<file path="config.mk">
export PLATFORM = sky130hd
export DESIGN_NAME = mrs_top
export DESIGN_NICKNAME = d
export VERILOG_FILES = /design/src/logic/mrs_pkg.sv /design/src/logic/mrs_sync.sv /design/src/logic/mrs_qual.sv /design/src/logic/mrs_top.sv
export VERILOG_INCLUDE_DIRS = /design/src /design/src/logic
export SDC_FILE = /design/constraint.sdc
export NUM_CORES = 1
export LEC_CHECK = 0
export ABC_CLOCK_PERIOD_IN_PS = 2600
export BUFFER_PORTS_ARGS = -buffer_cell sky130_fd_sc_hd__buf_2
export CAP_MARGIN = 20
export CORE_MARGIN = 10
export CORE_UTILIZATION = 35
export CTS_BUF_LIST = sky130_fd_sc_hd__clkbuf_8
export DETAILED_ROUTE_END_ITERATION = 8
export HOLD_SLACK_MARGIN = 0.12
export SYNTH_ARGS = -nofsm -noshare
export SYNTH_HDL_FRONTEND = slang
export SYNTH_SLANG_ARGS = --single-unit
</file>
<file path="constraint.sdc">
create_clock -name pclk -period 2.6 [get_ports pclk]
set_clock_uncertainty 0.15 [all_clocks]
set_input_delay 0.39 -clock pclk [delete_from_list [all_inputs] [get_ports pclk]]
set_output_delay 0.39 -clock pclk [all_outputs]
set_load 0.1 [all_outputs]
</file>
<file path="src/logic/mrs_cfg.svh">
`ifndef MRS_CFG_SVH
`define MRS_CFG_SVH
// apb register offsets
`define MRS_OFF_CTRL 12'h000
`define MRS_OFF_STAT 12'h004
`define MRS_OFF_MASK 12'h008
`define MRS_OFF_FLAG 12'h00C
`define MRS_OFF_CAUSE 12'h010
// ctrl field positions
`define MRS_CTRL_LVR_EN 0
`define MRS_CTRL_THR_LO 1
`define MRS_CTRL_PIN_EN 3
`define MRS_CTRL_CLK_LO 4
// reset values
`define MRS_CTRL_RST 32'h0000_0009
`define MRS_MASK_RST 4'h0
// times
`define MRS_CLK_MHZ 250
`define MRS_QUAL_US 100
`define MRS_RELEASE_MS 100
`define MRS_QUAL_CYC (`MRS_QUAL_US * `MRS_CLK_MHZ)
`define MRS_RELEASE_CYC (`MRS_RELEASE_MS * 1000 * `MRS_CLK_MHZ)
`define MRS_WAKE_RC 16
`define MRS_WAKE_XT 1024
`define MRS_WAKE_SLOW_INTERNAL_RC_CLOCK 2
`define MRS_SP_TOP 4'hF
`endif

</file>
<file path="src/logic/mrs_pkg.sv">
`default_nettype none
package mrs_pkg;
   typedef enum logic [2:0] {
      MRS_CLK_ERC, MRS_CLK_FAST_INTERNAL_RC_CLOCK, MRS_CLK_HXT, MRS_CLK_LXT, MRS_CLK_SLOW_INTERNAL_RC_CLOCK
   } mrs_clk_t;
   typedef enum logic [2:0] {
      MRS_SRC_NONE, MRS_SRC_POR, MRS_SRC_PIN, MRS_SRC_LVR,
      MRS_SRC_WDT_RUN, MRS_SRC_WDT_IDLE
   } mrs_src_t;
   typedef enum logic [1:0] {
      MRS_ST_RUN, MRS_ST_HOLD, MRS_ST_WAKE
   } mrs_state_t;
endpackage
`default_nettype wire

</file>
<file path="src/logic/mrs_sync.sv">
`timescale 1ns/1ps
`default_nettype none
module mrs_sync #(
   parameter int W = 3
) (
   input wire logic pclk,
   input wire logic presetn,
   input wire logic [W-1:0] d,
   output logic [W-1:0] q
);
   logic [W-1:0] meta;
   always_ff @(posedge pclk or negedge presetn)
   begin
      if (!presetn)
      begin
         meta <= '0;
         q <= '0;
      end
      else
      begin
         meta <= d;
         q <= meta;
      end
   end
endmodule // mrs_sync
`default_nettype wire

</file>
<file path="src/logic/mrs_qual.sv">
`timescale 1ns/1ps
`default_nettype none
module mrs_qual #(
   parameter int CYC = 25000
) (
   input wire logic pclk,
   input wire logic presetn,
   input wire logic en,
   input wire logic low,
   output logic trip
);
   logic [31:0] cnt;
   always_ff @(posedge pclk or negedge presetn)
   begin
      if (!presetn)
      begin
         cnt <= 32'h0;
         trip <= 1'b0;
      end
      else if (!en || !low)
      begin
         cnt <= 32'h0; // RULE_19
         trip <= 1'b0; // RULE_02
      end
      else if (cnt >= CYC[31:0])
         trip <= 1'b1; // RULE_01
      else
         cnt <= cnt + 32'h1;
   end
endmodule // mrs_qual
`default_nettype wire

</file>
<file path="src/logic/mrs_top.sv">
//Function
//(RULE_01) qualified low supply in band resets
//(RULE_02) short low supply ignored, no reset
//(RULE_03) low reset enable and threshold configurable
//(RULE_04) hold core for release delay
//(RULE_05) run watchdog reset like pin, sets flag
//(RULE_06) idle watchdog clears pc, sp only
//(RULE_07) wake delay depends on clock type
//(RULE_08) power on clears both flags
//(RULE_09) pin or low reset keeps flags
//(RULE_10) run watchdog sets expired flag only
//(RULE_11) idle watchdog sets both flags
//(RULE_12) power on disables interrupts, timers
//(RULE_13) power on clears and runs watchdog
//(RULE_14) power on pins input, analog assigned
//(RULE_15) power on pc zero, sp top
//(RULE_16) per category register reset
//(RULE_17) pin reset when pin function enabled
//(RULE_18) sync sources, power on has priority
//(RULE_19) qualify timer restarts on deassert
`include "mrs_cfg.svh"
`timescale 1ns/1ps
`default_nettype none
module mrs_top #(
   parameter int QUAL_CYC = `MRS_QUAL_CYC,
   parameter int RELEASE_CYC = `MRS_RELEASE_CYC
) (
   input wire logic pclk,
   input wire logic presetn,
   input wire logic psel,
   input wire logic penable,
   input wire logic pwrite,
   input wire logic [11:0] paddr,
   input wire logic [31:0] pwdata,
   output logic [31:0] prdata,
   output logic pready,
   output logic pslverr,
   input wire logic supply_low_n,
   input wire logic supply_above_floor,
   input wire logic external_reset_pin_n,
   input wire logic watchdog_timeout,
   input wire logic cpu_idle,
   output logic core_reset,
   output logic periph_reset,
   output logic pc_sp_clear,
   output logic [3:0] stack_ptr_init,
   output logic [7:0] program_counter_low,
   output logic watchdog_clear,
   output logic watchdog_expired_flag,
   output logic powerdown_flag,
   output logic irq_disable_all,
   output logic timers_off,
   output logic io_all_input,
   output logic analog_channel_pins_adc,
   output logic [1:0] low_supply_threshold,
   output logic irq
);
   ////////////////////////////////////////////////////////////////////////
   logic [31:0] ctrl;
   logic [3:0] stat;
   logic [3:0] mask;
   logic [2:0] sync_q;
   logic low_q;
   logic pin_q;
   logic wdt_q;
   logic lvr_trip;
   logic lvr_d;
   logic pin_d;
   logic wdt_d;
   logic por_done;
   logic [31:0] cnt;
   logic [3:0] ev;
   mrs_pkg::mrs_state_t state;
   mrs_pkg::mrs_src_t cause;
   mrs_pkg::mrs_src_t next_src;
   logic hold_next;
   logic acc;
   logic wr;
   logic dec_ok;
   assign hold_next = (state == mrs_pkg::MRS_ST_HOLD)
      || ((next_src != mrs_pkg::MRS_SRC_NONE)
      && (next_src != mrs_pkg::MRS_SRC_WDT_IDLE));
   assign acc = psel && penable;
   assign wr = acc && pwrite;
   function automatic logic [31:0] wake_cyc(input logic [2:0] c);
      case (c)
         3'h2, 3'h3: wake_cyc = `MRS_WAKE_XT;
         3'h4: wake_cyc = `MRS_WAKE_SLOW_INTERNAL_RC_CLOCK;
         default: wake_cyc = `MRS_WAKE_RC;
      endcase
   endfunction
   ////////////////////////////////////////////////////////////////////////
   mrs_sync #(.W(3)) u_sync (
      .pclk(pclk),
      .presetn(presetn),
      .d({~supply_low_n & supply_above_floor, ~external_reset_pin_n,
          watchdog_timeout}),
      .q(sync_q)
   ); // RULE_18
   assign low_q = sync_q[2];
   assign pin_q = sync_q[1] & ctrl[`MRS_CTRL_PIN_EN]; // RULE_17
   assign wdt_q = sync_q[0];
   mrs_qual #(.CYC(QUAL_CYC)) u_qual (
      .pclk(pclk),
      .presetn(presetn),
      .en(ctrl[`MRS_CTRL_LVR_EN]),
      .low(low_q),
      .trip(lvr_trip)
   ); // RULE_03
   ////////////////////////////////////////////////////////////////////////
   always_ff @(posedge pclk or negedge presetn)
   begin
      if (!presetn)
      begin
         lvr_d <= 1'b0;
         pin_d <= 1'b0;
         wdt_d <= 1'b0;
      end
      else
      begin
         lvr_d <= lvr_trip;
         pin_d <= pin_q;
         wdt_d <= wdt_q;
      end
   end
   always_comb
   begin
      next_src = mrs_pkg::MRS_SRC_NONE;
      if (!por_done)
         next_src = mrs_pkg::MRS_SRC_POR; // RULE_18
      else if (lvr_trip && !lvr_d)
         next_src = mrs_pkg::MRS_SRC_LVR;
      else if (pin_q && !pin_d)
         next_src = mrs_pkg::MRS_SRC_PIN;
      else if (wdt_q && !wdt_d)
         next_src = cpu_idle ? mrs_pkg::MRS_SRC_WDT_IDLE
                             : mrs_pkg::MRS_SRC_WDT_RUN; // RULE_05
   end
   ////////////////////////////////////////////////////////////////////////
   always_ff @(posedge pclk or negedge presetn)
   begin
      if (!presetn)
      begin
         state <= mrs_pkg::MRS_ST_RUN;
         cause <= mrs_pkg::MRS_SRC_NONE;
         cnt <= 32'h0;
         por_done <= 1'b0;
      end
      else if (next_src != mrs_pkg::MRS_SRC_NONE)
      begin
         por_done <= 1'b1;
         cause <= next_src; // RULE_16
         cnt <= 32'h0;
         if (next_src == mrs_pkg::MRS_SRC_WDT_IDLE)
            state <= mrs_pkg::MRS_ST_WAKE; // RULE_06
         else
            state <= mrs_pkg::MRS_ST_HOLD; // RULE_04
      end
      else
      begin
         case (state)
            mrs_pkg::MRS_ST_HOLD:
            begin
               if (pin_q || lvr_trip)
                  cnt <= 32'h0;
               else if (cnt >= RELEASE_CYC[31:0] - 32'h1)
                  state <= mrs_pkg::MRS_ST_RUN; // RULE_04
               else
                  cnt <= cnt + 32'h1;
            end
            mrs_pkg::MRS_ST_WAKE:
            begin
               if (cnt >= wake_cyc(ctrl[`MRS_CTRL_CLK_LO +: 3]) - 32'h1)
                  state <= mrs_pkg::MRS_ST_RUN; // RULE_07
               else
                  cnt <= cnt + 32'h1;
            end
            default: cnt <= 32'h0;
         endcase
      end
   end
   ////////////////////////////////////////////////////////////////////////
   always_ff @(posedge pclk or negedge presetn)
   begin
      if (!presetn)
      begin
         core_reset <= 1'b1;
         periph_reset <= 1'b1;
         pc_sp_clear <= 1'b0;
         watchdog_clear <= 1'b1;
         irq_disable_all <= 1'b1;
         timers_off <= 1'b1;
         io_all_input <= 1'b1;
         analog_channel_pins_adc <= 1'b1;
         stack_ptr_init <= `MRS_SP_TOP;
         program_counter_low <= 8'h00;
      end
      else
      begin
         core_reset <= hold_next; // RULE_04
         periph_reset <= hold_next; // RULE_16
         pc_sp_clear <= (state == mrs_pkg::MRS_ST_WAKE); // RULE_06
         watchdog_clear <= (next_src == mrs_pkg::MRS_SRC_POR); // RULE_13
         irq_disable_all <= hold_next; // RULE_12
         timers_off <= hold_next; // RULE_12
         io_all_input <= hold_next; // RULE_14
         analog_channel_pins_adc <= hold_next; // RULE_14
         stack_ptr_init <= (state == mrs_pkg::MRS_ST_WAKE) ? 4'h0
                           : `MRS_SP_TOP; // RULE_15
         program_counter_low <= 8'h00; // RULE_16
      end
   end
   ////////////////////////////////////////////////////////////////////////
   always_ff @(posedge pclk or negedge presetn)
   begin
      if (!presetn)
      begin
         watchdog_expired_flag <= 1'b0; // RULE_08
         powerdown_flag <= 1'b0; // RULE_08
      end
      else if (next_src == mrs_pkg::MRS_SRC_POR)
      begin
         watchdog_expired_flag <= 1'b0; // RULE_08
         powerdown_flag <= 1'b0;
      end
      else if (next_src == mrs_pkg::MRS_SRC_WDT_RUN)
         watchdog_expired_flag <= 1'b1; // RULE_10
      else if (next_src == mrs_pkg::MRS_SRC_WDT_IDLE)
      begin
         watchdog_expired_flag <= 1'b1; // RULE_11
         powerdown_flag <= 1'b1; // RULE_11
      end
      else if (wr && paddr == `MRS_OFF_FLAG)
      begin
         watchdog_expired_flag <= pwdata[0];
         powerdown_flag <= pwdata[1];
      end
   end
   ////////////////////////////////////////////////////////////////////////
   assign ev[0] = (next_src == mrs_pkg::MRS_SRC_LVR);
   assign ev[1] = (next_src == mrs_pkg::MRS_SRC_PIN);
   assign ev[2] = (next_src == mrs_pkg::MRS_SRC_WDT_RUN);
   assign ev[3] = (next_src == mrs_pkg::MRS_SRC_WDT_IDLE);
   always_comb
   begin
      case (paddr)
         `MRS_OFF_CTRL, `MRS_OFF_STAT, `MRS_OFF_MASK,
         `MRS_OFF_FLAG, `MRS_OFF_CAUSE: dec_ok = 1'b1;
         default: dec_ok = 1'b0;
      endcase
   end
   always_ff @(posedge pclk or negedge presetn)
   begin
      if (!presetn)
      begin
         ctrl <= `MRS_CTRL_RST;
         mask <= `MRS_MASK_RST;
         stat <= 4'h0;
      end
      else
      begin
         if (wr && paddr == `MRS_OFF_CTRL)
            ctrl <= {25'h0, pwdata[6:0]}; // RULE_03
         if (wr && paddr == `MRS_OFF_MASK)
            mask <= pwdata[3:0];
         if (wr && paddr == `MRS_OFF_STAT)
            stat <= (stat & ~pwdata[3:0]) | ev;
         else
            stat <= stat | ev;
      end
   end
   always_ff @(posedge pclk or negedge presetn)
   begin
      if (!presetn)
      begin
         prdata <= 32'h0;
         pready <= 1'b0;
         pslverr <= 1'b0;
         irq <= 1'b0;
         low_supply_threshold <= 2'h0;
      end
      else
      begin
         irq <= |(stat & mask);
         low_supply_threshold <= ctrl[`MRS_CTRL_THR_LO +: 2]; // RULE_03
         pready <= psel && !penable;
         pslverr <= psel && !penable && !dec_ok;
         prdata <= 32'h0;
         if (psel && !penable && !pwrite)
         begin
            case (paddr)
               `MRS_OFF_CTRL: prdata <= ctrl;
               `MRS_OFF_STAT: prdata <= {28'h0, stat};
               `MRS_OFF_MASK: prdata <= {28'h0, mask};
               `MRS_OFF_FLAG: prdata <= {30'h0, powerdown_flag,
                                         watchdog_expired_flag};
               `MRS_OFF_CAUSE: prdata <= {29'h0, cause};
               default: prdata <= 32'h0;
            endcase
         end
      end
   end
endmodule // mrs_top
`default_nettype wire

</file>
# Word level (Yosys, flattened, before mapping)
# Cells that the tools add are included.
# classes
n_addsub,3
magnitude_cmp,3
eq_ne,22
n_mux,36
bitwise,9
reduce_logical,36
# op_table
op,n
32-bit 2-to-1 mux,8
32-bit by 1-bit adder with 32-bit output (second input constant),2
32-bit one-hot mux with 2 select lines,1
7-bit one-hot mux with 5 select lines,1
32-bit by 15-bit greater-or-equal comparator with 1-bit output (second input constant),1
32-bit by 25-bit greater-or-equal comparator with 1-bit output (second input constant),1
32-bit greater-or-equal comparator,1
32-bit by 1-bit subtractor with 32-bit output (second input constant),1
12-bit by 4-bit equality test with 1-bit output (second input constant),2
11-bit one-hot mux with 2 select lines,1
1-bit logical AND,13
12-bit by 3-bit equality test with 1-bit output (second input constant),1
12-bit by 5-bit equality test with 1-bit output (second input constant),1
3-bit by 2-bit equality test with 1-bit output (second input constant),4
12-bit logical NOT,1
1-bit 2-to-1 mux,12
3-bit 2-to-1 mux,4
3-bit != test (second input constant),4
2-bit 2-to-1 mux,5
3-bit equality test (second input constant),3
3-bit nonzero test,3
4-bit bitwise AND,2
1-bit logical NOT,8
4-bit 2-to-1 mux,2
other kinds (20),27
# word_totals
reg_bits,141
out_inout_bits,59

# Logic depth before layout (Yosys ltp)
# Gate-level depths: netlist of run 1.
# logic_depth
word_depth,13
mapped_depth,10

# Cells and area by module
# From an unflattened synthesis of run 1, not the netlist that was laid out.
# hier_totals
hier_cells,572
area_unflattened_um2,5889.4
# by_module_without_submodules
module,instances,cells_per_inst,area_each_um2,seq_area_each_um2
mrs_top,1,426,4235.3,1858.0
mrs_qual,1,140,1503.9,825.8
mrs_sync,1,6,150.1,150.1

# Least setup slack after synthesis of run 1
# No wires, ideal clock.
# synth_path
path_type,register -> register
startpoint,reg ctrl[5]
endpoint,reg cnt[11]
setup_ns,0.110
arrival_time_ns,2.534
required_time_ns,2.340
setup_slack_ns,-0.195
stages_incl_launch_ff,10
path_buffers,1
period_less_slack_ns,2.795
cell_sequence,dfrtp_1 -> nor3b_1 -> ha_1 -> a21oi_1 -> o21ba_2 -> o21ai_0 -> a31oi_1 -> or3_4 -> buf_6 -> o41ai_1
# synth_via
elab_chain_cells,9
elab_cells_between_ends,11
# synth_rtl
element,line_no,source
"start, declared",mrs_top.sv:59,logic [31:0] ctrl;
"start signal, assigned",mrs_top.sv:256,ctrl <= `MRS_CTRL_RST;
"start signal, assigned",mrs_top.sv:263,"ctrl <= {25'h0, pwdata[6:0]};"
3-bit by 2-bit equality test with 1-bit output,mrs_top.sv:86,case (c)
2-bit OR reduction,mrs_top.sv:86,
11-bit one-hot mux with 2 select lines *,mrs_top.sv:86,
32-bit 2-to-1 mux *,mrs_top.sv:161,case (state)
32-bit 2-to-1 mux *,mrs_top.sv:149,else if (next_src != mrs_pkg::MRS_SRC_NONE)
32-bit by 1-bit subtractor with 32-bit output *,mrs_top.sv:173,if (cnt >= wake_cyc(ctrl[`MRS_CTRL_CLK_LO +: 3]) - 32'h1)
32-bit greater-or-equal comparator *,mrs_top.sv:173,
3-bit != test (no line) *,-,
2-bit AND reduction (no line) *,-,
"end signal, assigned",mrs_top.sv:169,cnt <= cnt + 32'h1;
"end signal, assigned",mrs_top.sv:176,cnt <= cnt + 32'h1;
"end, declared",mrs_top.sv:71,logic [31:0] cnt;
# Mark *: on every way between the ends. The rest lies on a longest branch, timed or not. The select of a mux whose other input is x is not followed.
# A chain may end at the register's enable or synchronous reset.

# Worst setup path in the final report of run 1
# layout_path
startpoint,reg ctrl[6]
endpoint,reg cnt[1]
# Same word-level chain as after synthesis.

==> impl_metrics.py, run 1 <==
metrics = {
    "grt": {
        "grt-ovfl-total": 0,
        "grt_pass1_wl_um": 23800,
        "grt.met1_usage_pct": 16.4,
        "antenna_found_initial": 0,
        "met3_usage_pct": 4.03,
        "top_usage_layer": "met2",
        "grt_max_degree": 51,
        "grt_pass1_vias": 4668,
        "grt_usage_pct": 13.3,
        "grt.met2_usage_pct": 21.3,
    },
    "synth": {
        "ys_seq_area_share_pct": 49.5,
        "synth_xor_area_share_pct": 1.83,
        "synth-edff-count": 0,
        "async_flop_share_pct": 100,
        "synth-simple-area-share_pct": 21.2,
        "syn_avg_cell_area_um2": 10.1,
        "synth_compound_area_share_pct": 12.2,
        "synth_fa_ha_area_share_pct": 2.62,
        "synth-warning-count": 0,
        "ys.flop_type": "dfrtp_1",
        "ys_types": 57,
        "synthMuxAreaShare_pct": 4.04,
        "synth_cells": 565,
        "synth_top_family_by_area": "simple AND/OR/NAND/NOR gates",
        "ys_ff_latch": 113,
        "netlist_area_um2": 5730,
    },
    "setup_path": {
        "slowest_delay_ns": 0.42,
        "cp-start-kind": "register",
        "cp.depth": 10,
        "arrival_ns": 2.81,
        "r2r_cells": 10,
        "cp_num_buf_inv": 2,
        "crit_family": "simple AND/OR/NAND/NOR gates",
        "crit_chain": "nand2b_4 -> buf_4 -> ha_4 -> a21o_1 -> a21oi_1 -> or3_4 -> buf_6 -> a31oi_4 -> or2_4 -> mux2_2",
        "crit_type": "reg2reg",
        "cp_max_fo": 5,
        "crit_slowest_cell": "dfrtp_1",
        "regToRegSetupSlack_ns": -0.05,
        "endpoint_kind": "register",
        "required_ns": 2.77,
    },
    "sta": {
        "hold_viol": 0,
        "finalSetupViolCount": 6,
        "period_needed_ns": 2.65,
        "slew_headroom_pct": 58.0,
        "min_period_over_period_pct": 102,
        "setup_ws_ns": -0.0469,
        "drv_slew": 0,
        "rsz0062_at_grt": "true",
        "fin_setup_tns_ns": -0.120,
        "tightest_slew_ns": 0.629,
        "fmax_ghz": 0.378,
    },
    "finish": {
        "synthToLayoutAreaGrowth_pct": 26.1,
        "drive_gt1_share_pct": 29.0,
        "final_util_pct": 45.3,
        "final_cell_area_um2": 7220,
        "instances_no_fill": 899,
        "nNetsFinal": 736,
        "diodes": 0,
        "fillCellCount": 1474,
    },
    "job": {
        "cap_viol_max_count": 0,
    },
    "detailed_routing": {
        "ant_nets": 0,
        "firstDrtPassIters": 4,
        "vias": 4632,
        "wire_per_inst_um": 16.1,
        "drt-initial-drc-count": 241,
        "drc_errors": 0,
        "routed_wl_um": 14500,
        "viasPerCell": 5.15,
    },
    "floorplan": {
        "rows": 46,
        "die_w_um": 148,
        "die_y_um": 148,
        "core-area_um2": 15900,
        "dieArea_um2": 21900,
        "ioPinCount": 113,
        "start_util_pct": 35.9,
    },
    "pwr": {
        "cellPowerDensity_nw_per_um2": 560,
        "peakVddDrop_mv": 0.246,
        "leakage_nw": 3.34,
    },
    "placed_design": {
        "dp_hpwl_um": 9780,
        "gp_congestion": 0.833,
        "port_buffers": 54,
        "placedCellCount": 845,
        "dp_slack_ns": -0.204,
        "dpl_cell_area_um2": 6390,
    },
    "clock_network": {
        "clock_sinks": 113,
        "cts_root_buf": "clkbuf_8",
        "insertion_delay_ns": 0.44,
        "clockBufferDepth": 2,
        "cts_tree": "built",
        "clk_pin_slew_ns": 0.08,
        "cts_buffers": 17,
        "htree_levels": 4,
    },
    "status": {
        "outcome": "finished with violations",
        "violations": "negative setup slack",
    },
    "min_path": {
        "whs_path_depth": 3,
        "hp-class": "in2reg",
    },
}
[timing repair]
item	in CTS	in global routing
hold buffers	16	0
hold endpoints to repair	62	0
pin swaps	10	7
endpoints found under the setup margin	29	33
gates cloned	2	0
buffers inserted	3	1
resized for setup	16	29
[cell families after synthesis]
logic type                 count (synthesis)
xor gates and xnor gates                  12
other                                      2
DFF                                      113
muxes                                     19
buffers and inverters                     85
AOI/OAI and AO/OA                         98
adders and majority gates                 12
and+or+nand+nor                          224
[placed cells by master (no fill, tap or decap), drive strengths merged, types with 3 or more instances in the layout]
cell type    Yosys  final
dfrtp          108    108
buf             44    105
nor2            47     47
nand2           36     36
conb             2     34
nor4            23     23
and3            22     22
inv             16     22
nor3            19     19
a21oi           17     17
clkbuf          25     17
dlygate4sd3      0     16
o31ai           16     16
and2            13     13
nand3           13     13
mux2            13     13
o311ai          13     13
xnor2           12     12
ha              12     12
o21ai           11     11
nor2b            9      9
nand2b           8      8
nand4            7      7
nor3b            7      7
clkinv           0      7
a22oi            5      5
o21a             5      5
dfstp            5      5
or3              3      5
a31oi            5      5
o41ai            5      5
mux2i            4      4
a21o             4      4
nor4b            4      4
and4             3      3
or2              3      3
[cells in the mapped netlist (3+ instances only)]
library cell  instances  share of area [%]
and3_1               22                2.4
a21o_1                4               0.52
nor4_1               22                2.4
nand2b_1              8               0.87
o41ai_1               5               0.76
nor4b_1               4               0.61
nor2b_1               9               0.98
mux2_2               13                2.6
mux2i_1               4               0.70
nor2_1               47                3.1
nand4_1               7               0.76
or2_2                 3               0.33
o21ai_0              11               0.96
dfrtp_1             108                 47
xnor2_1              12                1.8
and2_1               13                1.4
a22oi_1               5               0.66
nor3b_1               7               0.92
nand3_1              13                1.1
a21oi_1              17                1.5
o311ai_0             13                2.0
buf_4                41                5.4
ha_1                 12                2.6
and4_1                3               0.46
nor3_1               19                1.7
dfstp_2               5                2.3
o21a_1                5               0.66
nand2_1              36                2.4
clkbuf_1             25                1.6
a31oi_1               5               0.55
o31ai_1              16                2.1
inv_1                15               0.98
[worst min-delay path: cells and delay by family]
family | cells | cell delay, ns
and+or+nand+nor | 2 | 0.22
buffers and inverters | 1 | 0.08
[area by class of cell]
| type | count | area [um2] | share of cell area (%) |
|---|---|---|---|
| flip-flops and latches | 113 | 2840 | 39.2 |
| inverters | 16 | 60.1 | 0.831 |
| clock inverters | 15 | 175 | 2.42 |
| repair buffers | 121 | 847 | 11.7 |
| multi-input cells | 401 | 2800 | 38.8 |
| well taps | 216 | 270 | 3.74 |
| clock buffers | 17 | 234 | 3.24 |
[through the flow]
stage / total power, mW / hold WS [ns]
2_1_floorplan: 2.29 / -0.0556
3_3_place_gp: 2.34 / 0.184
3_5_place_dp: 2.34 / 0.186
4_1_cts: 4.09 / 0.124
5_1_grt: 4.22 / 0.131
6_report: 4.04 / 0.143
[path summary, 6_finish.rpt]
check,startpoint,to
max,ctrl[6],cnt[1]
min,pwrite,prdata[0]
max reg2reg,ctrl[6],cnt[1]
min reg2reg,u_sync.meta[0],u_sync.q[0]
max in group asynchronous,presetn,cnt[23]
min in group asynchronous,presetn,prdata[1]
[sequential cells by signal, summed over array words and instances, names as in the netlist, 2 cells and up]
name and count:
cause 3, stat 4, mask 4, state 2, cnt 32, u_sync.q 3
u_qual.cnt 32, low_supply_threshold 2, ctrl 7, prdata 7, u_sync.meta 3
[where the power goes]
part | leakage (nW) | total, mW | switching [mW] | internal (mW)
logic | 1.61 | 0.551 | 0.457 | 0.0941
registers | 1.52 | 1.79 | 0.0140 | 1.78
clock network | 0.209 | 1.70 | 0.818 | 0.881
[routing by layer]
metal / wire length, um / up-vias / part of all wire (%)
met4: 215 / 0 / 1.5
met1: 6320 / 2261 / 44
met2: 7050 / 156 / 49
li1: - / 2194 / -
met3: 874 / 21 / 6.0
met5: 0 / - / 0
Power figures use the tool's default switching activity.
==> inputs of run 2 (changes only) <==
- ABC_AREA: unset -> 1
- CORE_MARGIN: 10 -> unset
==> impl_metrics.py, run 2 <==
metrics = {
    "status": {
        "outcome": "finished clean",
    },
    "setup_path": {
        "r2r_start": "ctrl[6]",
        "r2r_end": "cnt[6]",
        "endpoint_kind": "register",
        "cpMostUsedCell": "nand2_1",
        "arrival_ns": 2.48,
        "cp_num_buf_inv": 2,
        "cp-start-kind": "register",
        "crit_type": "reg2reg",
        "crit_slowest_cell": "dfrtp_1",
        "required_ns": 2.83,
        "crit_chain": "inv_1 -> nand2_1 -> ha_1 -> nand4_1 -> nor2_1 -> nand2_1 -> nand2_1 -> nand2_1 -> nand2_1 -> nand3_4 -> nand2_4 -> buf_12 -> nand2_1 -> nand2_1",
        "regToRegSetupSlack_ns": 0.35,
        "r2r_cells": 14,
        "slowest_delay_ns": 0.38,
        "crit_family": "simple AND/OR/NAND/NOR gates",
        "cp_max_fo": 15,
    },
    "synth": {
        "ys_ff_latch": 113,
        "synth_cells": 883,
        "synth-warning-count": 0,
        "ys_types": 42,
        "syn_avg_cell_area_um2": 7.33,
        "synth-edff-count": 0,
        "yosysTopAreaCellShare_pct": 41.7,
        "synth_top_cells_by_area": "dfrtp_1, nand2_1, nor2_1",
        "netlist_top_cells_count": "nand2_1, nor2_1, dfrtp_1",
        "netlist_area_um2": 6470,
        "ys_seq_area_share_pct": 43.8,
        "ys.flop_type": "dfrtp_1",
        "yosysMostFrequentCell": "nand2_1",
        "synth_top_area_cell": "dfrtp_1",
        "async_flop_share_pct": 100,
    },
    "finish": {
        "synthToLayoutAreaGrowth_pct": 15.1,
        "final_common_cell": "nand2_1",
        "final_cell_mix": "nand2_1, nor2_1, dfrtp_1",
        "instances_no_fill": 1202,
        "top_regs": "cnt: 32 flops, u_qual.cnt: 32 flops",
        "drive_gt1_share_pct": 13.3,
        "multi_input_area_um2": 2920,
        "diodes": 0,
        "fillCellCount": 1900,
        "seq_area_um2": 2830,
        "nNetsFinal": 1026,
    },
    "clock_network": {
        "clock_sinks": 113,
        "cts_root_buf": "clkbuf_8",
        "clk_pin_slew_ns": 0.08,
        "clockBufferDepth": 2,
        "cts_tree": "built",
        "htree_levels": 4,
        "cts_buffers": 17,
        "post_cts_buffers": 0,
        "insertion_delay_ns": 0.44,
    },
    "grt": {
        "grt_max_degree": 45,
        "grt_pass1_vias": 5397,
        "grt_pass1_wl_um": 25600,
        "grt-ovfl-total": 0,
        "antenna_found_initial": 0,
        "grt_usage_pct": 16.4,
    },
    "pwr": {
        "seq_power_share_pct": 44.4,
        "cellPowerDensity_nw_per_um2": 542,
        "switching_share_pct": 32.2,
        "p_total_mw": 4.04,
        "p_clk_share_pct": 42.5,
        "leakage_nw": 3.72,
        "intPower_mw": 2.74,
        "peakVddDrop_mv": 0.379,
        "p_switching_mw": 1.30,
        "pwr-share-comb_pct": 13.1,
    },
    "placed_design": {
        "placedCellCount": 1154,
        "dp_hpwl_um": 10500,
        "gp_congestion": 0.902,
        "port_buffers": 54,
    },
    "floorplan": {
        "dieArea_um2": 19000,
        "rows": 49,
        "core-area_um2": 18000,
        "die_w_um": 138,
        "start_util_pct": 35.9,
        "die_y_um": 138,
        "ioPinCount": 113,
    },
    "detailed_routing": {
        "drt-initial-drc-count": 321,
        "wire_per_inst_um": 12.0,
        "viasPerCell": 4.55,
        "vias": 5464,
        "firstDrtPassIters": 4,
        "routed_wl_um": 14400,
        "drc_errors": 0,
        "ant_nets": 0,
    },
    "sta": {
        "fmax_ghz": 0.444,
        "finalSetupViolCount": 0,
        "hold_viol": 0,
        "period_needed_ns": 2.25,
        "fin_setup_tns_ns": 0,
        "drv_slew": 0,
        "rsz0062_at_grt": "false",
        "tightest_slew_ns": 0.515,
        "min_period_over_period_pct": 86.6,
        "slew_headroom_pct": 65.6,
    },
    "min_path": {
        "hp-class": "in2reg",
        "min_to": "prdata[4]",
        "whs_path_depth": 4,
        "min_from": "pwrite",
    },
    "job": {
        "cap_viol_max_count": 0,
    },
}
## run 2: routing by layer
metal / up-vias / part of all wire (%) / wire [um] / GRT usage, %
met5: - / 0 / 0 / 0
met4: 0 / 1.2 / 172 / 5.09
met3: 16 / 4.3 / 620 / 4.50
met2: 90 / 46 / 6590 / 25.9
met1: 2512 / 49 / 7050 / 21.9
li1: 2846 / - / - / -
## run 2: worst reg2reg max path, delay by kind of cell, from the launching register on
kind / cells / cell delay [ns]
adders and majority gates: 1 / 0.36
buffers and inverters: 2 / 0.26
DFF: 1 / 0.38
and+or+nand+nor: 11 / 1.05
## run 2: worst max path at each step
stage	from	end	depth (start not counted)
after detailed placement	ctrl[6]	cnt[6]	13
after global routing	ctrl[6]	cnt[24]	14
after global placement	ctrl[6]	cnt[4]	12
after CTS	ctrl[6]	cnt[4]	12
after floorplan	ctrl[6]	cnt[7]	13
final	ctrl[6]	cnt[6]	14
## run 2: stage by stage
stage	setup WS [ns]	hold WS (ns)	area, um2	util, %
CTS	0.287	0.130	7450	41.3
global route	0.0651	0.173	7450	41.3
global placement	0.329	0.185	6880	38.2
finish	0.348	0.168	7450	41.3
detailed placement	0.295	0.187	6880	38.2
floorplan	0.589	-0.0556	6600	-
## run 2: area by class of cell
type	count	area share (%)
Sequential cell	113	38.0
Tap cell	229	3.85
Clock inverter	15	2.33
Clock buffer	17	3.14
Inverter	113	5.69
Multi-Input combinational cell	630	39.2
Timing Repair Buffer	85	7.71
## run 2: repair_timing
item                       in CTS  in global routing
hold buffers                   16                  0
resized for setup               0                  1
setup endpoints to repair       0                  2
hold endpoints to repair       52                  0
## run 2: power groups by stage
stage                     clock [mW]  sequential, mW  combinational [mW]
final                           1.72            1.80               0.528
after global routing            1.86            1.80               0.562
after CTS                       1.77            1.80               0.532
after detailed placement           0            1.83               0.512
after global placement             0            1.83               0.511
after floorplan                    0            1.89               0.395
## run 2: logic make-up after synthesis
| logic type | Yosys count | share of synthesized area [%] |
|---|---|---|
| AOI/OAI and AO/OA | 51 | 4.27 |
| xor gates and xnor gates | 17 | 2.30 |
| adders and majority gates | 12 | 2.32 |
| buffers and inverters | 172 | 12.9 |
| DFF | 113 | 43.8 |
| other | 2 | 0.116 |
| and+or+nand+nor | 516 | 34.3 |
==> inputs of run 3 (changes only) <==
- CORE_ASPECT_RATIO: unset -> 0.5
- CTS_CLUSTER_SIZE: unset -> 24
==> impl_metrics.py, run 3 (synthesis results as in run 2) <==
metrics = {
    "grt": {
        "grt_pass1_vias": 5297,
        "grt_max_degree": 51,
        "grt_pass1_wl_um": 25100,
        "grt-ovfl-total": 0,
        "antenna_found_initial": 0,
        "grt_usage_pct": 16.1,
    },
    "detailed_routing": {
        "m1WireLength_um": 6830,
        "wl_met3_um": 496,
        "met2_length_um": 6530,
        "ant_nets": 0,
        "viasPerCell": 4.56,
        "vias": 5489,
        "routed.top_layer": "met4",
        "drc_errors": 0,
        "drt-initial-drc-count": 301,
        "wire_per_inst_um": 11.6,
        "firstDrtPassIters": 4,
        "routed_wl_um": 14000,
    },
    "setup_path": {
        "endpoint_kind": "register",
        "r2r_end": "cnt[12]",
        "required_ns": 2.77,
        "r2r_cells": 13,
        "crit_family": "simple AND/OR/NAND/NOR gates",
        "r2r_start": "ctrl[6]",
        "cp-start-kind": "register",
        "cp.depth": 13,
        "cp_max_fo": 14,
        "cp_num_buf_inv": 2,
        "cpMostUsedCell": "nand2_1",
        "slowest_delay_ns": 0.37,
        "crit_chain": "inv_1 -> nand2_1 -> ha_1 -> nand4_1 -> nor2_1 -> nand2_1 -> nand2_1 -> nand2_1 -> nand2_1 -> nand3_4 -> buf_4 -> nand3_1 -> nand2_1",
        "crit_type": "reg2reg",
        "crit_slowest_cell": "dfrtp_1",
        "arrival_ns": 2.45,
        "regToRegSetupSlack_ns": 0.32,
    },
    "finish": {
        "top_regs": "cnt: 32 flops, u_qual.cnt: 32 flops",
        "final_common_cell": "nand2_1",
        "synthToLayoutAreaGrowth_pct": 15.6,
        "nNetsFinal": 1024,
        "drive_gt1_share_pct": 13.0,
        "final_cell_mix": "nand2_1, nor2_1, dfrtp_1",
        "final_util_pct": 42.2,
        "diodes": 0,
    },
    "floorplan": {
        "dieArea_um2": 19100,
        "rows": 34,
        "ioPinCount": 113,
        "core-area_um2": 17700,
        "start_util_pct": 36.5,
        "die_y_um": 98.2,
        "die_w_um": 194,
    },
    "sta": {
        "finalSetupViolCount": 0,
        "rsz0062_at_grt": "false",
        "hold_viol": 0,
        "drv_slew": 0,
        "fin_setup_tns_ns": 0,
        "tightest_slew_ns": 0.636,
        "slew_headroom_pct": 57.6,
        "fmax_ghz": 0.438,
        "period_needed_ns": 2.28,
        "min_period_over_period_pct": 87.8,
    },
    "min_path": {
        "min_from": "pwdata[1]",
        "min_to": "ctrl[1]",
        "whs_path_depth": 3,
        "hp-class": "in2reg",
    },
    "clock_network": {
        "post_cts_resized": 0,
        "cts_tree": "built",
        "insertion_delay_ns": 0.43,
        "clock_sinks": 113,
        "clk_pin_slew_ns": 0.07,
        "cts_root_buf": "clkbuf_8",
        "htree_levels": 4,
        "cts_hold_buf": 16,
        "cts_buffers": 17,
        "post_cts_buffers": 0,
        "clockBufferDepth": 2,
    },
    "placed_design": {
        "port_buffers": 54,
        "dp_hpwl_um": 10200,
        "gp_congestion": 0.917,
    },
    "pwr": {
        "cellPowerDensity_nw_per_um2": 558,
        "leakage_nw": 3.73,
        "p_total_mw": 4.18,
        "peakVddDrop_mv": 0.295,
    },
    "job": {
        "cap_viol_max_count": 0,
    },
    "status": {
        "outcome": "finished clean",
    },
}
-- run 3: where the power goes --
| part | switching [mW] | total [mW] | leakage [nW] | internal, mW |
|---|---|---|---|---|
| Combinational | 0.444 | 0.519 | 2.01 | 0.0745 |
| Sequential | 0.0164 | 1.80 | 1.50 | 1.78 |
| Clock | 0.805 | 1.86 | 0.223 | 1.06 |
-- run 3: final cells by class --
class	count	area, um2
Sequential cell	113	2830
Clock buffer	17	234
Inverter	113	424
Fill cell	1811	10300
Tap cell	234	293
Clock inverter	15	206
Multi-Input combinational cell	630	2920
Timing Repair Buffer	83	568
-- run 3: worst max path at each step --
stage | slack (ns) | endpoint | from
after floorplan | 0.59 | cnt[7] | ctrl[6]
after global placement | 0.36 | cnt[13] | ctrl[6]
after detailed placement | 0.29 | cnt[5] | ctrl[6]
after CTS | 0.28 | cnt[13] | ctrl[6]
after global routing | 0.03 | cnt[11] | ctrl[6]
final | 0.32 | cnt[12] | ctrl[6]
-- run 3: worst min-delay path: cells and delay by family --
kind                   cells  cell delay, ns
AOI/OAI and AO/OA          1            0.14
buffers and inverters      2            0.17
-- run 3: layer usage --
metal	vias to the layer above	track usage (%)
met4	0	5.19
met2	99	26.5
li1	2842	-
met1	2535	21.2
met5	-	0
met3	13	3.52
-- run 3: stage by stage --
stage	cells	area (um2)	hold WS [ns]	setup WS, ns
CTS	1205	7480	0.123	0.279
global route	1205	7480	0.185	0.0300
finish	1205	7480	0.160	0.317
global placement	1157	6880	0.188	0.357
detailed placement	1157	6880	0.197	0.293
floorplan	915	6600	-0.0556	0.589
